===== config.mk =====
export PLATFORM = sky130hd
export DESIGN_NAME = cmd_port
export DESIGN_NICKNAME = d
export VERILOG_FILES = /design/src/core/cmd_port_pkg.sv /design/src/core/op_stream_if.sv /design/src/core/op_fifo.sv /design/src/core/cmd_port.sv
export VERILOG_INCLUDE_DIRS = /design/src /design/src/core
export SDC_FILE = /design/constraint.sdc
export NUM_CORES = 1
export LEC_CHECK = 0
export BUFFER_PORTS_ARGS = -buffer_cell sky130_fd_sc_hd__buf_2
export CAP_MARGIN = 20
export CORE_MARGIN = 5
export CORE_UTILIZATION = 40
export CTS_BUF_LIST = sky130_fd_sc_hd__clkbuf_4
export DETAILED_ROUTE_END_ITERATION = 8
export GPL_TIMING_DRIVEN = 0
export PLACE_DENSITY = 0.67
export SYNTH_ARGS = -nofsm -noshare
export SYNTH_HDL_FRONTEND = slang
export SYNTH_SLANG_ARGS = --single-unit

===== constraint.sdc =====
create_clock -name core_clk_in -period 15.2 [get_ports core_clk_in]
set_input_delay 2.28 -clock core_clk_in [delete_from_list [all_inputs] [get_ports core_clk_in]]
set_output_delay 2.28 -clock core_clk_in [all_outputs]
set_load 0.05 [all_outputs]

===== src/core/cmd_port_defines.svh =====
// constants for the two-cycle command port
`ifndef CMD_PORT_DEFINES_SVH
`define CMD_PORT_DEFINES_SVH
`define CLK_PERIOD_PS     5000
`define EMR_SETTLE_CLKS   200
`define INIT_REFRESH_MIN  2
`define LA_LSB            0
`define LA_MSB            6
`define MR_ZERO_LSB       8
`define MR_ZERO_MSB       14
`define VW0_BIT           14
`define VW1_BIT           13
`define FIFO_DEPTH        8
`define DATA_W            18
`define ADDR_W            15
`define BANK_W            2
`define WCNT_W            8
`define MR_BANK_REGULAR   2'h0
`define MR_BANK_EXTENDED  2'h1
`define BL_FIELD_LSB      0
`define BL_FIELD_MSB      2
`define BL_CODE_TWO       3'h1
`define FREE_QS_BIT       5
`define DLL_ENABLE_BIT    0
`endif


===== src/core/cmd_port_pkg.sv =====
// types shared by the command port modules
package cmd_port_pkg;
  typedef enum logic [4:0] {
    ST_INIT     = 5'h01,
    ST_IDLE     = 5'h02,
    ST_ACT_RD   = 5'h04,
    ST_ACT_WR   = 5'h08,
    ST_SLEEP    = 5'h10
  } cmd_state_t;
  typedef enum logic [1:0] {
    OP_READ  = 2'h0,
    OP_WRITE = 2'h1,
    OP_MODE  = 2'h2,
    OP_REF   = 2'h3
  } op_kind_t;
endpackage : cmd_port_pkg


===== src/core/op_stream_if.sv =====
// valid/ready stream of decoded operations between port and fifo
`timescale 1ns/1ps
`include "cmd_port_defines.svh"
interface op_stream_if;
  logic                                      valid;
  logic                                      ready;
  logic [`BANK_W+`ADDR_W+`LA_MSB+1+3+2-1:0]  data;
  modport src (output valid, output data, input ready);
  modport snk (input valid, input data, output ready);
endinterface : op_stream_if


===== src/core/op_fifo.sv =====
// parameterised flop fifo with valid/ready on both sides
`timescale 1ns/1ps
module op_fifo #(
  parameter int WIDTH = 8,
  parameter int DEPTH = 8
) (
  // clock and reset
  input  wire logic             core_clk_in,
  input  wire logic             rst_in,
  // fill side
  input  wire logic             in_valid_in,
  output logic                  in_ready_out,
  input  wire logic [WIDTH-1:0] in_data_in,
  // drain side
  output logic                  out_valid_out,
  input  wire logic             out_ready_in,
  output logic [WIDTH-1:0]      out_data_out
);
  localparam int AW = $clog2(DEPTH);
  logic [WIDTH-1:0] mem_reg [DEPTH];
  logic [WIDTH-1:0] mem_next [DEPTH];
  logic [AW-1:0]    wr_reg, wr_next, rd_reg, rd_next;
  logic [AW:0]      cnt_reg, cnt_next;
  logic             push, pop;

  // honest full and empty from the occupancy count
  always_comb begin
    in_ready_out  = (cnt_reg != (AW+1)'(DEPTH));
    out_valid_out = (cnt_reg != '0);
    out_data_out  = mem_reg[rd_reg];
    push          = in_valid_in && in_ready_out;
    pop           = out_valid_out && out_ready_in;
    mem_next      = mem_reg;
    if (push) begin
      mem_next[wr_reg] = in_data_in;
    end
    wr_next  = push ? AW'(wr_reg + 1'b1) : wr_reg;
    rd_next  = pop ? AW'(rd_reg + 1'b1) : rd_reg;
    cnt_next = (AW+1)'(cnt_reg + {{AW{1'b0}}, push} - {{AW{1'b0}}, pop});
  end

  always_ff @(posedge core_clk_in) begin
    if (rst_in) begin
      wr_reg  <= '0;
      rd_reg  <= '0;
      cnt_reg <= '0;
    end else begin
      wr_reg  <= wr_next;
      rd_reg  <= rd_next;
      cnt_reg <= cnt_next;
    end
    mem_reg <= mem_next;
  end
endmodule : op_fifo


===== src/core/cmd_port.sv =====
// command decoder and sequencer of a four-bank ddr memory device
// Behaviour
// - normal operation 200 clocks after extended write
// - data outputs stay released during power-up
// - commands sampled on rising clock edge
// - first command: read/write activate or deselect
// - second command next clock: latch or refresh
// - mode write: read-activate then zero-bit opcode
// - top address bits pick written write length
// - power_down_n rising exits sleep without clock
// - free-running mode toggles read strobe every clock once ready
// - read data edge-aligned with read strobe
`timescale 1ns/1ps
`include "cmd_port_defines.svh"
module cmd_port (
  // clock and reset
  input  wire logic                core_clk_in,
  input  wire logic                rst_in,
  // command pins, from outside the clock domain
  input  wire logic                link_clk_in,
  input  wire logic                chip_select_n_in,
  input  wire logic                function_select_in,
  input  wire logic                power_down_n_in,
  input  wire logic [`BANK_W-1:0]  bank_in,
  input  wire logic [`ADDR_W-1:0]  address_in,
  // read data pins, output enable low while driving
  input  wire logic                read_valid_in,
  input  wire logic [`DATA_W-1:0]  read_word_in,
  output logic [`DATA_W-1:0]       read_data_out,
  output logic                     read_data_oe_n_out,
  output logic                     read_data_strobe_out,
  // decoded operation stream to the array
  output logic                     op_valid_out,
  input  wire logic                op_ready_in,
  output logic [1:0]               op_kind_out,
  output logic [`BANK_W-1:0]       op_bank_out,
  output logic [`ADDR_W-1:0]       op_upper_address_out,
  output logic [`LA_MSB:0]         op_lower_address_out,
  output logic [2:0]               op_word_count_out,
  // status
  output logic                     ready_out,
  output logic                     sleeping_out,
  output logic                     cmd_dropped_out,
  output logic [`BANK_W+`ADDR_W-1:0] mode_regular_out,
  output logic [`BANK_W+`ADDR_W-1:0] mode_extended_out
);
  localparam int OPW = `BANK_W + `ADDR_W + `LA_MSB + 1 + 3 + 2;

  // two-flop synchronisers for every command pin
  logic [`BANK_W+`ADDR_W+2:0] pin_s1_reg, pin_s2_reg, pin_s1_next;
  logic                       pdn_s1_reg, pdn_s2_reg;
  always_comb begin
    pin_s1_next = {link_clk_in, chip_select_n_in, function_select_in, bank_in, address_in};
  end
  always_ff @(posedge core_clk_in) begin
    pin_s1_reg <= pin_s1_next;
    pin_s2_reg <= pin_s1_reg;
    pdn_s1_reg <= power_down_n_in;
    pdn_s2_reg <= pdn_s1_reg;
  end

  logic                sclk, scs_n, sfn;
  logic [`BANK_W-1:0]  sbank;
  logic [`ADDR_W-1:0]  saddr;
  always_comb begin
    {sclk, scs_n, sfn, sbank, saddr} = pin_s2_reg;
  end

  // word count for a write from the two length bits
  function automatic logic [2:0] write_words(input logic bl_two, input logic vw0,
                                             input logic vw1);
    if (bl_two) begin
      write_words = vw0 ? 3'h1 : 3'h2;
    end else begin
      case ({vw0, vw1})
        2'b10:   write_words = 3'h4;
        2'b01:   write_words = 3'h2;
        2'b11:   write_words = 3'h1;
        default: write_words = 3'h0;
      endcase
    end
  endfunction : write_words

  // sequencer state
  cmd_port_pkg::cmd_state_t   state_reg, state_next;
  logic                       clk_prev_reg, clk_prev_next;
  logic                       pdn_prev_reg, pdn_prev_next;
  logic [`BANK_W-1:0]         bank_reg, bank_next;
  logic [`ADDR_W-1:0]         ua_reg, ua_next;
  logic [`WCNT_W-1:0]         settle_reg, settle_next;
  logic [1:0]                 refs_reg, refs_next;
  logic                       emr_done_reg, emr_done_next, mr_done_reg, mr_done_next;
  logic                       ready_reg, ready_next, drop_reg, drop_next;
  logic                       self_ref_reg, self_ref_next;
  logic [`BANK_W+`ADDR_W-1:0] mr_reg, mr_next, emr_reg, emr_next;
  logic                       push;
  logic [OPW-1:0]             push_data;
  logic                       rise, pdn_rise;
  logic                       bl_two;

  op_stream_if fifo_in ();

  always_comb begin
    rise          = sclk && !clk_prev_reg;
    pdn_rise      = pdn_s2_reg && !pdn_prev_reg;
    clk_prev_next = sclk;
    pdn_prev_next = pdn_s2_reg;
    bl_two        = (mr_reg[`BL_FIELD_MSB:`BL_FIELD_LSB] == `BL_CODE_TWO);
    state_next    = state_reg;
    bank_next     = bank_reg;
    ua_next       = ua_reg;
    refs_next     = refs_reg;
    emr_done_next = emr_done_reg;
    mr_done_next  = mr_done_reg;
    mr_next       = mr_reg;
    emr_next      = emr_reg;
    self_ref_next = self_ref_reg;
    drop_next     = 1'b0;
    push          = 1'b0;
    push_data     = '0;
    // settle counter counts link edges, saturating, after each extended mode write
    settle_next   = settle_reg;
    if (rise && emr_done_reg && settle_reg < `WCNT_W'(`EMR_SETTLE_CLKS)) begin
      settle_next = `WCNT_W'(settle_reg + 1'b1);
    end
    ready_next = ready_reg || (emr_done_reg && mr_done_reg
                 && refs_reg >= 2'(`INIT_REFRESH_MIN)
                 && settle_reg >= `WCNT_W'(`EMR_SETTLE_CLKS));
    case (state_reg)
      cmd_port_pkg::ST_INIT, cmd_port_pkg::ST_IDLE: begin
        if (!pdn_s2_reg && ready_reg && scs_n) begin
          state_next = cmd_port_pkg::ST_SLEEP;
        end else if (rise && !scs_n) begin
          bank_next  = sbank;
          ua_next    = saddr;
          state_next = sfn ? cmd_port_pkg::ST_ACT_RD : cmd_port_pkg::ST_ACT_WR;
        end
      end
      cmd_port_pkg::ST_ACT_RD, cmd_port_pkg::ST_ACT_WR: begin
        if (rise) begin
          state_next = ready_reg ? cmd_port_pkg::ST_IDLE : cmd_port_pkg::ST_INIT;
          if (scs_n) begin
            push      = 1'b1;
            push_data = {(state_reg == cmd_port_pkg::ST_ACT_WR)
                           ? cmd_port_pkg::OP_WRITE : cmd_port_pkg::OP_READ,
                         bank_reg, ua_reg, saddr[`LA_MSB:`LA_LSB],
                         (state_reg == cmd_port_pkg::ST_ACT_WR)
                           ? write_words(bl_two, saddr[`VW0_BIT], saddr[`VW1_BIT])
                           : (bl_two ? 3'h2 : 3'h4)};
          end else if (state_reg == cmd_port_pkg::ST_ACT_RD) begin
            if (saddr[`MR_ZERO_MSB:`MR_ZERO_LSB] == '0) begin
              if (sbank == `MR_BANK_EXTENDED) begin
                emr_next      = {sbank, saddr};
                emr_done_next = 1'b1;
                settle_next   = '0;
              end else begin
                mr_next      = {sbank, saddr};
                mr_done_next = 1'b1;
              end
            end else begin
              drop_next = 1'b1;
            end
          end else begin
            push      = 1'b1;                                              // refresh
            push_data = {cmd_port_pkg::OP_REF, bank_reg, ua_reg, 7'h00, 3'h0};
            if (refs_reg != 2'h3) begin
              refs_next = 2'(refs_reg + 1'b1);
            end
            self_ref_next = 1'b1;
            if (!pdn_s2_reg) begin
              state_next = cmd_port_pkg::ST_SLEEP;
            end
          end
          if (push && !fifo_in.ready) begin
            drop_next = 1'b1;                                              // fifo full
          end
        end
      end
      cmd_port_pkg::ST_SLEEP: begin
        if (pdn_rise && scs_n) begin
          state_next    = ready_reg ? cmd_port_pkg::ST_IDLE : cmd_port_pkg::ST_INIT;
          self_ref_next = 1'b0;
        end
      end
      default: state_next = cmd_port_pkg::ST_INIT;
    endcase
    if (state_reg != cmd_port_pkg::ST_ACT_WR || !rise || scs_n) begin
      self_ref_next = (state_next == cmd_port_pkg::ST_SLEEP) && self_ref_next;
    end
  end

  always_ff @(posedge core_clk_in) begin
    if (rst_in) begin
      state_reg    <= cmd_port_pkg::ST_INIT;
      clk_prev_reg <= 1'b1;
      pdn_prev_reg <= 1'b1;
      bank_reg     <= '0;
      ua_reg       <= '0;
      settle_reg   <= '0;
      refs_reg     <= '0;
      emr_done_reg <= 1'b0;
      mr_done_reg  <= 1'b0;
      ready_reg    <= 1'b0;
      drop_reg     <= 1'b0;
      self_ref_reg <= 1'b0;
      mr_reg       <= '0;
      emr_reg      <= '0;
    end else begin
      state_reg    <= state_next;
      clk_prev_reg <= clk_prev_next;
      pdn_prev_reg <= pdn_prev_next;
      bank_reg     <= bank_next;
      ua_reg       <= ua_next;
      settle_reg   <= settle_next;
      refs_reg     <= refs_next;
      emr_done_reg <= emr_done_next;
      mr_done_reg  <= mr_done_next;
      ready_reg    <= ready_next;
      drop_reg     <= drop_next;
      self_ref_reg <= self_ref_next;
      mr_reg       <= mr_next;
      emr_reg      <= emr_next;
    end
  end

  // only a write with a zero word count is held back, so its cells keep their data;
  // refreshes carry no words but must still reach the array
  always_comb begin
    fifo_in.valid = push && (push_data[2:0] != 3'h0
                    || push_data[OPW-1 -: 2] != cmd_port_pkg::OP_WRITE);
    fifo_in.data  = push_data;
  end

  op_fifo #(
    .WIDTH (OPW),
    .DEPTH (`FIFO_DEPTH)
  ) u_fifo (
    .core_clk_in   (core_clk_in),
    .rst_in        (rst_in),
    .in_valid_in   (fifo_in.valid),
    .in_ready_out  (fifo_in.ready),
    .in_data_in    (fifo_in.data),
    .out_valid_out (op_valid_out),
    .out_ready_in  (op_ready_in),
    .out_data_out  ({op_kind_out, op_bank_out, op_upper_address_out,
                     op_lower_address_out, op_word_count_out})
  );

  // read return: strobe toggles per word, or every clock in free-running mode once ready
  logic [`DATA_W-1:0] rdata_reg, rdata_next;
  logic               qs_reg, qs_next, oe_n_reg, oe_n_next;
  logic               free_qs;
  always_comb begin
    free_qs    = emr_reg[`FREE_QS_BIT] && ready_reg;
    rdata_next = rdata_reg;
    qs_next    = qs_reg;
    oe_n_next  = 1'b1;
    if (ready_reg && read_valid_in) begin
      rdata_next = read_word_in;
      qs_next    = !qs_reg;
      oe_n_next  = 1'b0;
    end else if (free_qs) begin
      qs_next = !qs_reg;
    end
  end
  always_ff @(posedge core_clk_in) begin
    if (rst_in) begin
      rdata_reg <= '0;
      qs_reg    <= 1'b0;
      oe_n_reg  <= 1'b1;
    end else begin
      rdata_reg <= rdata_next;
      qs_reg    <= qs_next;
      oe_n_reg  <= oe_n_next;
    end
  end

  // status outputs, all from flops
  always_comb begin
    read_data_out        = rdata_reg;
    read_data_strobe_out = qs_reg;
    read_data_oe_n_out   = oe_n_reg;
    ready_out            = ready_reg;
    sleeping_out         = (state_reg == cmd_port_pkg::ST_SLEEP);
    cmd_dropped_out      = drop_reg;
    mode_regular_out     = mr_reg;
    mode_extended_out    = emr_reg;
  end
endmodule : cmd_port


==> summary.txt, run 1 <==
Synthesis
  • Synthesized net count: 937
  • Yosys Warn Count: 0
  • Post-Synth Adder-Cell Area: 1.22%
  • Number of synthesized flops with an enable pin: 232
  • Largest family of logic cells by synthesized area: multiplexers
  • Seq/Total Area, Yosys: 70.8%
  • Compound-Gate Fraction of Synth Area: 3.22%
  • Synth Area in Simple Gates: 8.53%
  • Ys async rst share: 0%
  • Post-synth top area share: 50.1%
  • Most used DFF post-synth: edfxtp_1
  • Post-synthesis xor/xnor area fraction: 0.881%
  • Synthesized area: 13,900 sq um
  • Avg Synthesized Cell Area: 15.8 sq um
  • Instance count of the mapped netlist: 881
  • Most frequent cell after synthesis: edfxtp_1
  • FF+latch count, synth: 376
  • Synth unique cells: 63
  • Most frequent cells after synthesis: 232 x edfxtp_1, 144 x dfxtp_1, 87 x nand2_1
  • Synth area leader: edfxtp_1
  • Mux contribution to synthesized area: 13.4%
  • Synth area leaders: edfxtp_1 50%, dfxtp_1 21%, mux4_2 9.4%, mux2_2 2.3%, nand2_1 2.3%

Clock tree
  • CTS clock-pin slew for the worst setup and hold paths: 70 ps
  • CTS tree: built
  • Clock latency on the worst-skew pair: 700 ps
  • H-tree level count: 3
  • # clock sinks: 376
  • Setup bufs post-CTS: 0
  • CTS Hold Bufs: 0
  • CTS root buf: clkbuf_4
  • CTS resizes: 0
  • CTS Buffer Depth: 3
  • Total CTS buffers: 88

Hold path
  • HP Class: reg2reg
  • Hold Path End: pin_s2_reg[15]
  • Min-delay src: pin_s1_reg[15]
  • Min-Delay Path Depth: 0

Routing
  • DRC Markers: 0
  • Wire per inst: 18.4 microns
  • DRT Wirelength: 30,400 microns
  • Detailed Routing Iterations Pass 1: 4
  • Via Count: 8,106
  • ANT nets after route: 0
  • Vias per inst: 4.90
  • 1st-iter DRT viols: 516

Critical path
  • Slowest stage delay, CP: 630 ps
  • Arr. time, crit path: 3390 ps
  • Crit Path Class: reg2out
  • Worst Path Buf+Inv: 4
  • R2R cell count: 6
  • Critical Path End Type: primary output
  • Critical Path RT: 12,920 ps
  • R2r setup slk: 11,820 ps
  • Worst reg2reg startpoint: state_reg[3]
  • Most used cell, CP: clkbuf_1
  • Stages on worst setup path: 6
  • Delay-heaviest family, CP: buffers and inverters
  • CP Launch Type: flop
  • Cell Chain, Critical Path: clkbuf_1, clkbuf_1, clkbuf_1, mux4_2, mux2_2, buf_2
  • Max FO, Critical Path: 10
  • Crit path max-delay cell type: clkbuf_1
  • Worst R2R End: u_fifo.mem_reg[178]

STA
  • Total negative slack: 0 ps
  • Fin crit period: 5670 ps
  • Final hold violation count: 0
  • RSZ-0062 raised after global routing: false
  • Worst-margin pin slew: 995 ps
  • Fin Clk Skew: 48.2 ps
  • Fmax: 176 MHz
  • Count of pins over their slew limit: 0
  • Final setup viols: 0
  • Slew HR: 33.5%
  • Period utilisation layout: 37.3%
  • PnR worst setup slack: 9530 ps

Floorplan
  • Rows: 68
  • Placeable core area: 34,500 sq um
  • DIE AREA: 38,600 sq um
  • DIE HEIGHT: 197 microns
  • I/O Pins: 130
  • Starting Density: 40.4%
  • Die X: 197 microns

Cells and area
  • Post-Layout Inst Area: 16,600 sq um
  • Share of layout cells above drive strength 1: 35.2%
  • Reg area: 9850 sq um
  • Synthesis-to-finish area growth: 19.3%
  • Nets: 1,183
  • Fill count: 3,013
  • Max reg flops: 232
  • Footprint of the multi-input gates: 3830 sq um

GRT
  • Largest net degree at the start of global routing: 21
  • Vias in the first global route: 8,509
  • First-pass GRT wire length: 47,500 microns
  • Initial antenna violation count: 1
  • GRT Total Usage: 15.8%
  • Congestion Overflow GR: 0

Placed design
  • Pre-CTS WS: 10,180 ps
  • GP Congestion: 0.815
  • Number of I/O port buffers: 129
  • Placed inst area: 15,400 sq um
  • Dpl hpwl: 20,800 microns

Power and ir drop
  • Peak supply drop: 0.0000628 V
  • P_leak: 0.00534 uW
  • Pwr Density: 132 nW/um^2

Run
  • Max-capacitance violation count: 0

Status
  • Status: finished, final reports clean
==> metal layers <==
layer | up-vias | routed length [microns] | track usage [%] | share of wire (%)
met5 | - | 0 | 0 | 0
met4 | 0 | 711 | 5.59 | 2.3
met3 | 52 | 1810 | 4.19 | 5.9
met2 | 236 | 14700 | 25.3 | 48
met1 | 3996 | 13200 | 21.0 | 43
li1 | 3822 | - | - | -
==> area by class of cell <==
cell class,count,area share (%)
sequential,376,59.3
tap,455,3.43
multi-input combinational,444,23.1
antenna,1,0.0151
clock inverter,25,0.821
inverter,17,0.384
buffer,44,1.29
timing repair buffer,156,5.51
clock buffer,136,6.15
==> per-stage QoR <==
step	util [%]	total power (uW)	std cells	hold WS [ps]
6_report	48.2	2200	1654	305
5_1_grt	48.2	2320	1654	317
4_1_cts	48.2	2230	1652	305
3_5_place_dp	44.8	1430	1491	312
3_3_place_gp	43.9	1420	1465	310
2_1_floorplan	-	1350	881	310
==> where the power goes <==
part	switching (uW)	internal [uW]
Clock	375	427
Sequential	14.4	1090
Combinational	176	116
==> cells by family (layout without fill, tap and decap cells) <==
| family | count (synthesis) | count (layout) |
|---|---|---|
| adder cells (fa/ha/maj) | 13 | 13 |
| XOR/XNOR | 14 | 14 |
| other | 0 | 1 |
| AO/OA/AOI/OAI | 72 | 72 |
| multiplexers | 109 | 109 |
| flip-flops | 376 | 376 |
| buffers and inverters | 61 | 378 |
| AND/OR/NAND/NOR | 236 | 236 |
==> how the worst max path moves through the flow <==
stage	from	to	slack, ps
after floorplan	mode_regular_out[0]	u_fifo.mem_reg[145]	10100
after CTS	u_fifo.rd_reg[1]	op_lower_address_out[4]	9380
after global routing	u_fifo.rd_reg[1]	op_lower_address_out[4]	9300
after global placement	state_reg[3]	u_fifo.mem_reg[169]	7100
after detailed placement	u_fifo.rd_reg[1]	op_lower_address_out[4]	10180
final	u_fifo.rd_reg[1]	op_lower_address_out[4]	9530
==> layout by cell type, fill, tap and decap left out, types with 4 or more instances in the layout <==
cell      netlist  layout
inv_1          17      17
clkinv_1        0      16
nor3_2          2       4
nand2b_1        6       6
ha_1           12      12
a21oi_1        43      43
dfxtp_1       144     144
edfxtp_1      232     232
xor2_1         11      11
nor2_1         51      50
buf_4           1      12
o21ai_0         4       4
mux4_2         58      58
mux2_2         29      29
nor2b_1         4       4
nand2_1        87      87
buf_6           5      18
nand3_1         5       5
or2_2           4       4
and2_1         41      41
clkbuf_1       30      30
buf_2           6     136
clkbuf_4        0     136
mux2i_1        21      21
No activity file was read; power rests on OpenSTA's default activity.
==> run 2, diff against run 1 <==
- PLACE_DENSITY: 0.67 -> 0.7
- clock period: 15.2 -> 4.8 ns (I/O delays scaled with it)
==> run 2 against run 1 <==
Hold slack lost 200 ps. Total power grew to 3.1 times the previous value. Sequential share of layout area barely moved. Critical path depth stayed put. Sequential power increased to 3.2 times the previous value. Non-clock buffer count is 4 lower. Flip-flop and latch count stayed put. Highest routed layer unchanged. Largest power group unchanged. Clock power rose to 3.1 times the previous value. Critical endpoint is now op_word_count_out[2].
==> summary.txt, run 2 (synthesis gave the netlist of run 1 again) <==
Critical path
  • Crit path max-delay cell type: clkbuf_1
  • Cell Chain, Critical Path: clkbuf_1, clkbuf_1, clkbuf_1, mux4_2, mux2_2, buf_2
  • Slowest stage delay, CP: 670 ps
  • Worst reg2reg startpoint: state_reg[3]
  • Worst R2R End: u_fifo.mem_reg[136]
  • R2R cell count: 6
  • R2r setup slk: 1520 ps
  • Arr. time, crit path: 3430 ps
  • Max FO, Critical Path: 10
  • CP Launch Type: flop
  • Crit Path Class: reg2out
  • Critical Path RT: 4080 ps
  • Critical Path End Type: primary output
  • Most used cell, CP: clkbuf_1

Placed design
  • Number of I/O port buffers: 129
  • Pre-CTS WS: 1370 ps
  • GP Congestion: 0.794
  • Dpl hpwl: 21,000 microns
  • Placed Cells: 1,488

STA
  • Count of pins over their slew limit: 0
  • Worst-margin pin slew: 1060 ps
  • Period utilisation layout: 86.4%
  • Fin crit period: 4150 ps
  • Hold_ws: 100 ps
  • Final hold violation count: 0
  • Total negative slack: 0 ps
  • Fin Clk Skew: 48.9 ps
  • Final setup viols: 0
  • RSZ-0062 raised after global routing: false
  • PnR worst setup slack: 653 ps
  • Slew HR: 28.7%
  • Fmax: 241 MHz

Clock tree
  • CTS root buf: clkbuf_4
  • CTS tree: built
  • CTS resizes: 0
  • Clock latency on the worst-skew pair: 730 ps
  • CTS clock-pin slew for the worst setup and hold paths: 70 ps
  • H-tree level count: 3
  • CTS Buffer Depth: 3
  • CTS Hold Bufs: 0
  • Total CTS buffers: 91
  • # clock sinks: 376
  • Setup bufs post-CTS: 0

GRT
  • First-pass GRT wire length: 47,600 microns
  • Initial antenna violation count: 1
  • GRT Total Usage: 15.9%
  • Vias in the first global route: 8,637
  • Largest net degree at the start of global routing: 17
  • Congestion Overflow GR: 0

Cells and area
  • Fill count: 2,982
  • Commonest non-fill, non-tap cell in the layout: edfxtp_1
  • Share of layout cells above drive strength 1: 34.1%
  • Max reg flops: 232
  • Synthesis-to-finish area growth: 19.4%
  • Highest-count cells in the layout ignoring fill and taps: 232 x edfxtp_1, 144 x dfxtp_1, 135 x buf_2, 127 x clkbuf_4, 87 x nand2_1
  • Post-route insts no fill: 1,654
  • Nets: 1,182

Floorplan
  • Placeable core area: 34,500 sq um
  • DIE HEIGHT: 197 microns
  • Rows: 68
  • Starting Density: 40.4%
  • Die X: 197 microns
  • I/O Pins: 130
  • DIE AREA: 38,600 sq um

Hold path
  • Min-Delay Path Depth: 1
  • Hold Path End: pin_s1_reg[19]
  • HP Class: in2reg
  • Min-delay src: link_clk_in

Routing
  • Wire per inst: 18.4 microns
  • Vias per inst: 4.94
  • DRC Markers: 0
  • Detailed Routing Iterations Pass 1: 5
  • ANT nets after route: 0
  • Via Count: 8,163
  • DRT Wirelength: 30,500 microns
  • 1st-iter DRT viols: 593

Run
  • Max-capacitance violation count: 0

Power and ir drop
  • Peak supply drop: 0.000230 V
  • Total power: 6920 uW
  • P_leak: 0.00529 uW
  • Pwr Density: 417 nW/um^2

Status
  • Status: finished, final reports clean
## run 2: final cells by class
class | count | area [sq um] | area share [%]
sequential | 376 | 9850 | 59.3
multi-input combinational | 444 | 3850 | 23.2
clock buffer | 127 | 953 | 5.74
timing repair buffer | 152 | 917 | 5.52
tap | 455 | 569 | 3.43
buffer | 44 | 214 | 1.29
clock inverter | 38 | 190 | 1.15
inverter | 17 | 63.8 | 0.384
antenna | 1 | 2.50 | 0.0151
## run 2: worst max path at each step
stage               cells past startpoint                start  slack, ps              endpoint
floorplan                               4  mode_regular_out[0]         -6   u_fifo.mem_reg[203]
global placement                        4         state_reg[3]      -3060   u_fifo.mem_reg[221]
detailed placement                      6     u_fifo.rd_reg[1]       1370  op_word_count_out[2]
CTS                                     6     u_fifo.rd_reg[1]        560  op_word_count_out[2]
global route                            6     u_fifo.rd_reg[1]        420  op_word_count_out[2]
finish                                  6     u_fifo.rd_reg[1]        650  op_word_count_out[2]
## run 2: layer usage
metal / track usage (%) / wire length (microns)
met5: 0 / 0
met3: 4.60 / 2020
met2: 26.2 / 14900
met1: 20.5 / 13000
met4: 5.35 / 544
## run 2: stage by stage
stage	util (%)	cell area, sq um
floorplan	-	13900
global placement	43.9	15100
detailed placement	44.9	15500
CTS	48.2	16600
global route	48.2	16600
finish	48.2	16600
## run 2: power by group
part / leakage [uW] / total (uW) / internal, uW / switching, uW
Sequential: 0.00281 / 3500 / 3450 / 46.0
Combinational: 0.00182 / 925 / 370 / 554
Clock: 0.000665 / 2500 / 1290 / 1220
Total: 0.00529 / 6920 / 5110 / 1820
## run 2: worst max-delay path: cells and delay by family (launching register included)
kind     cells  cell delay (ps)
buf+inv      4             1640
mux          2              720
flops        1              340
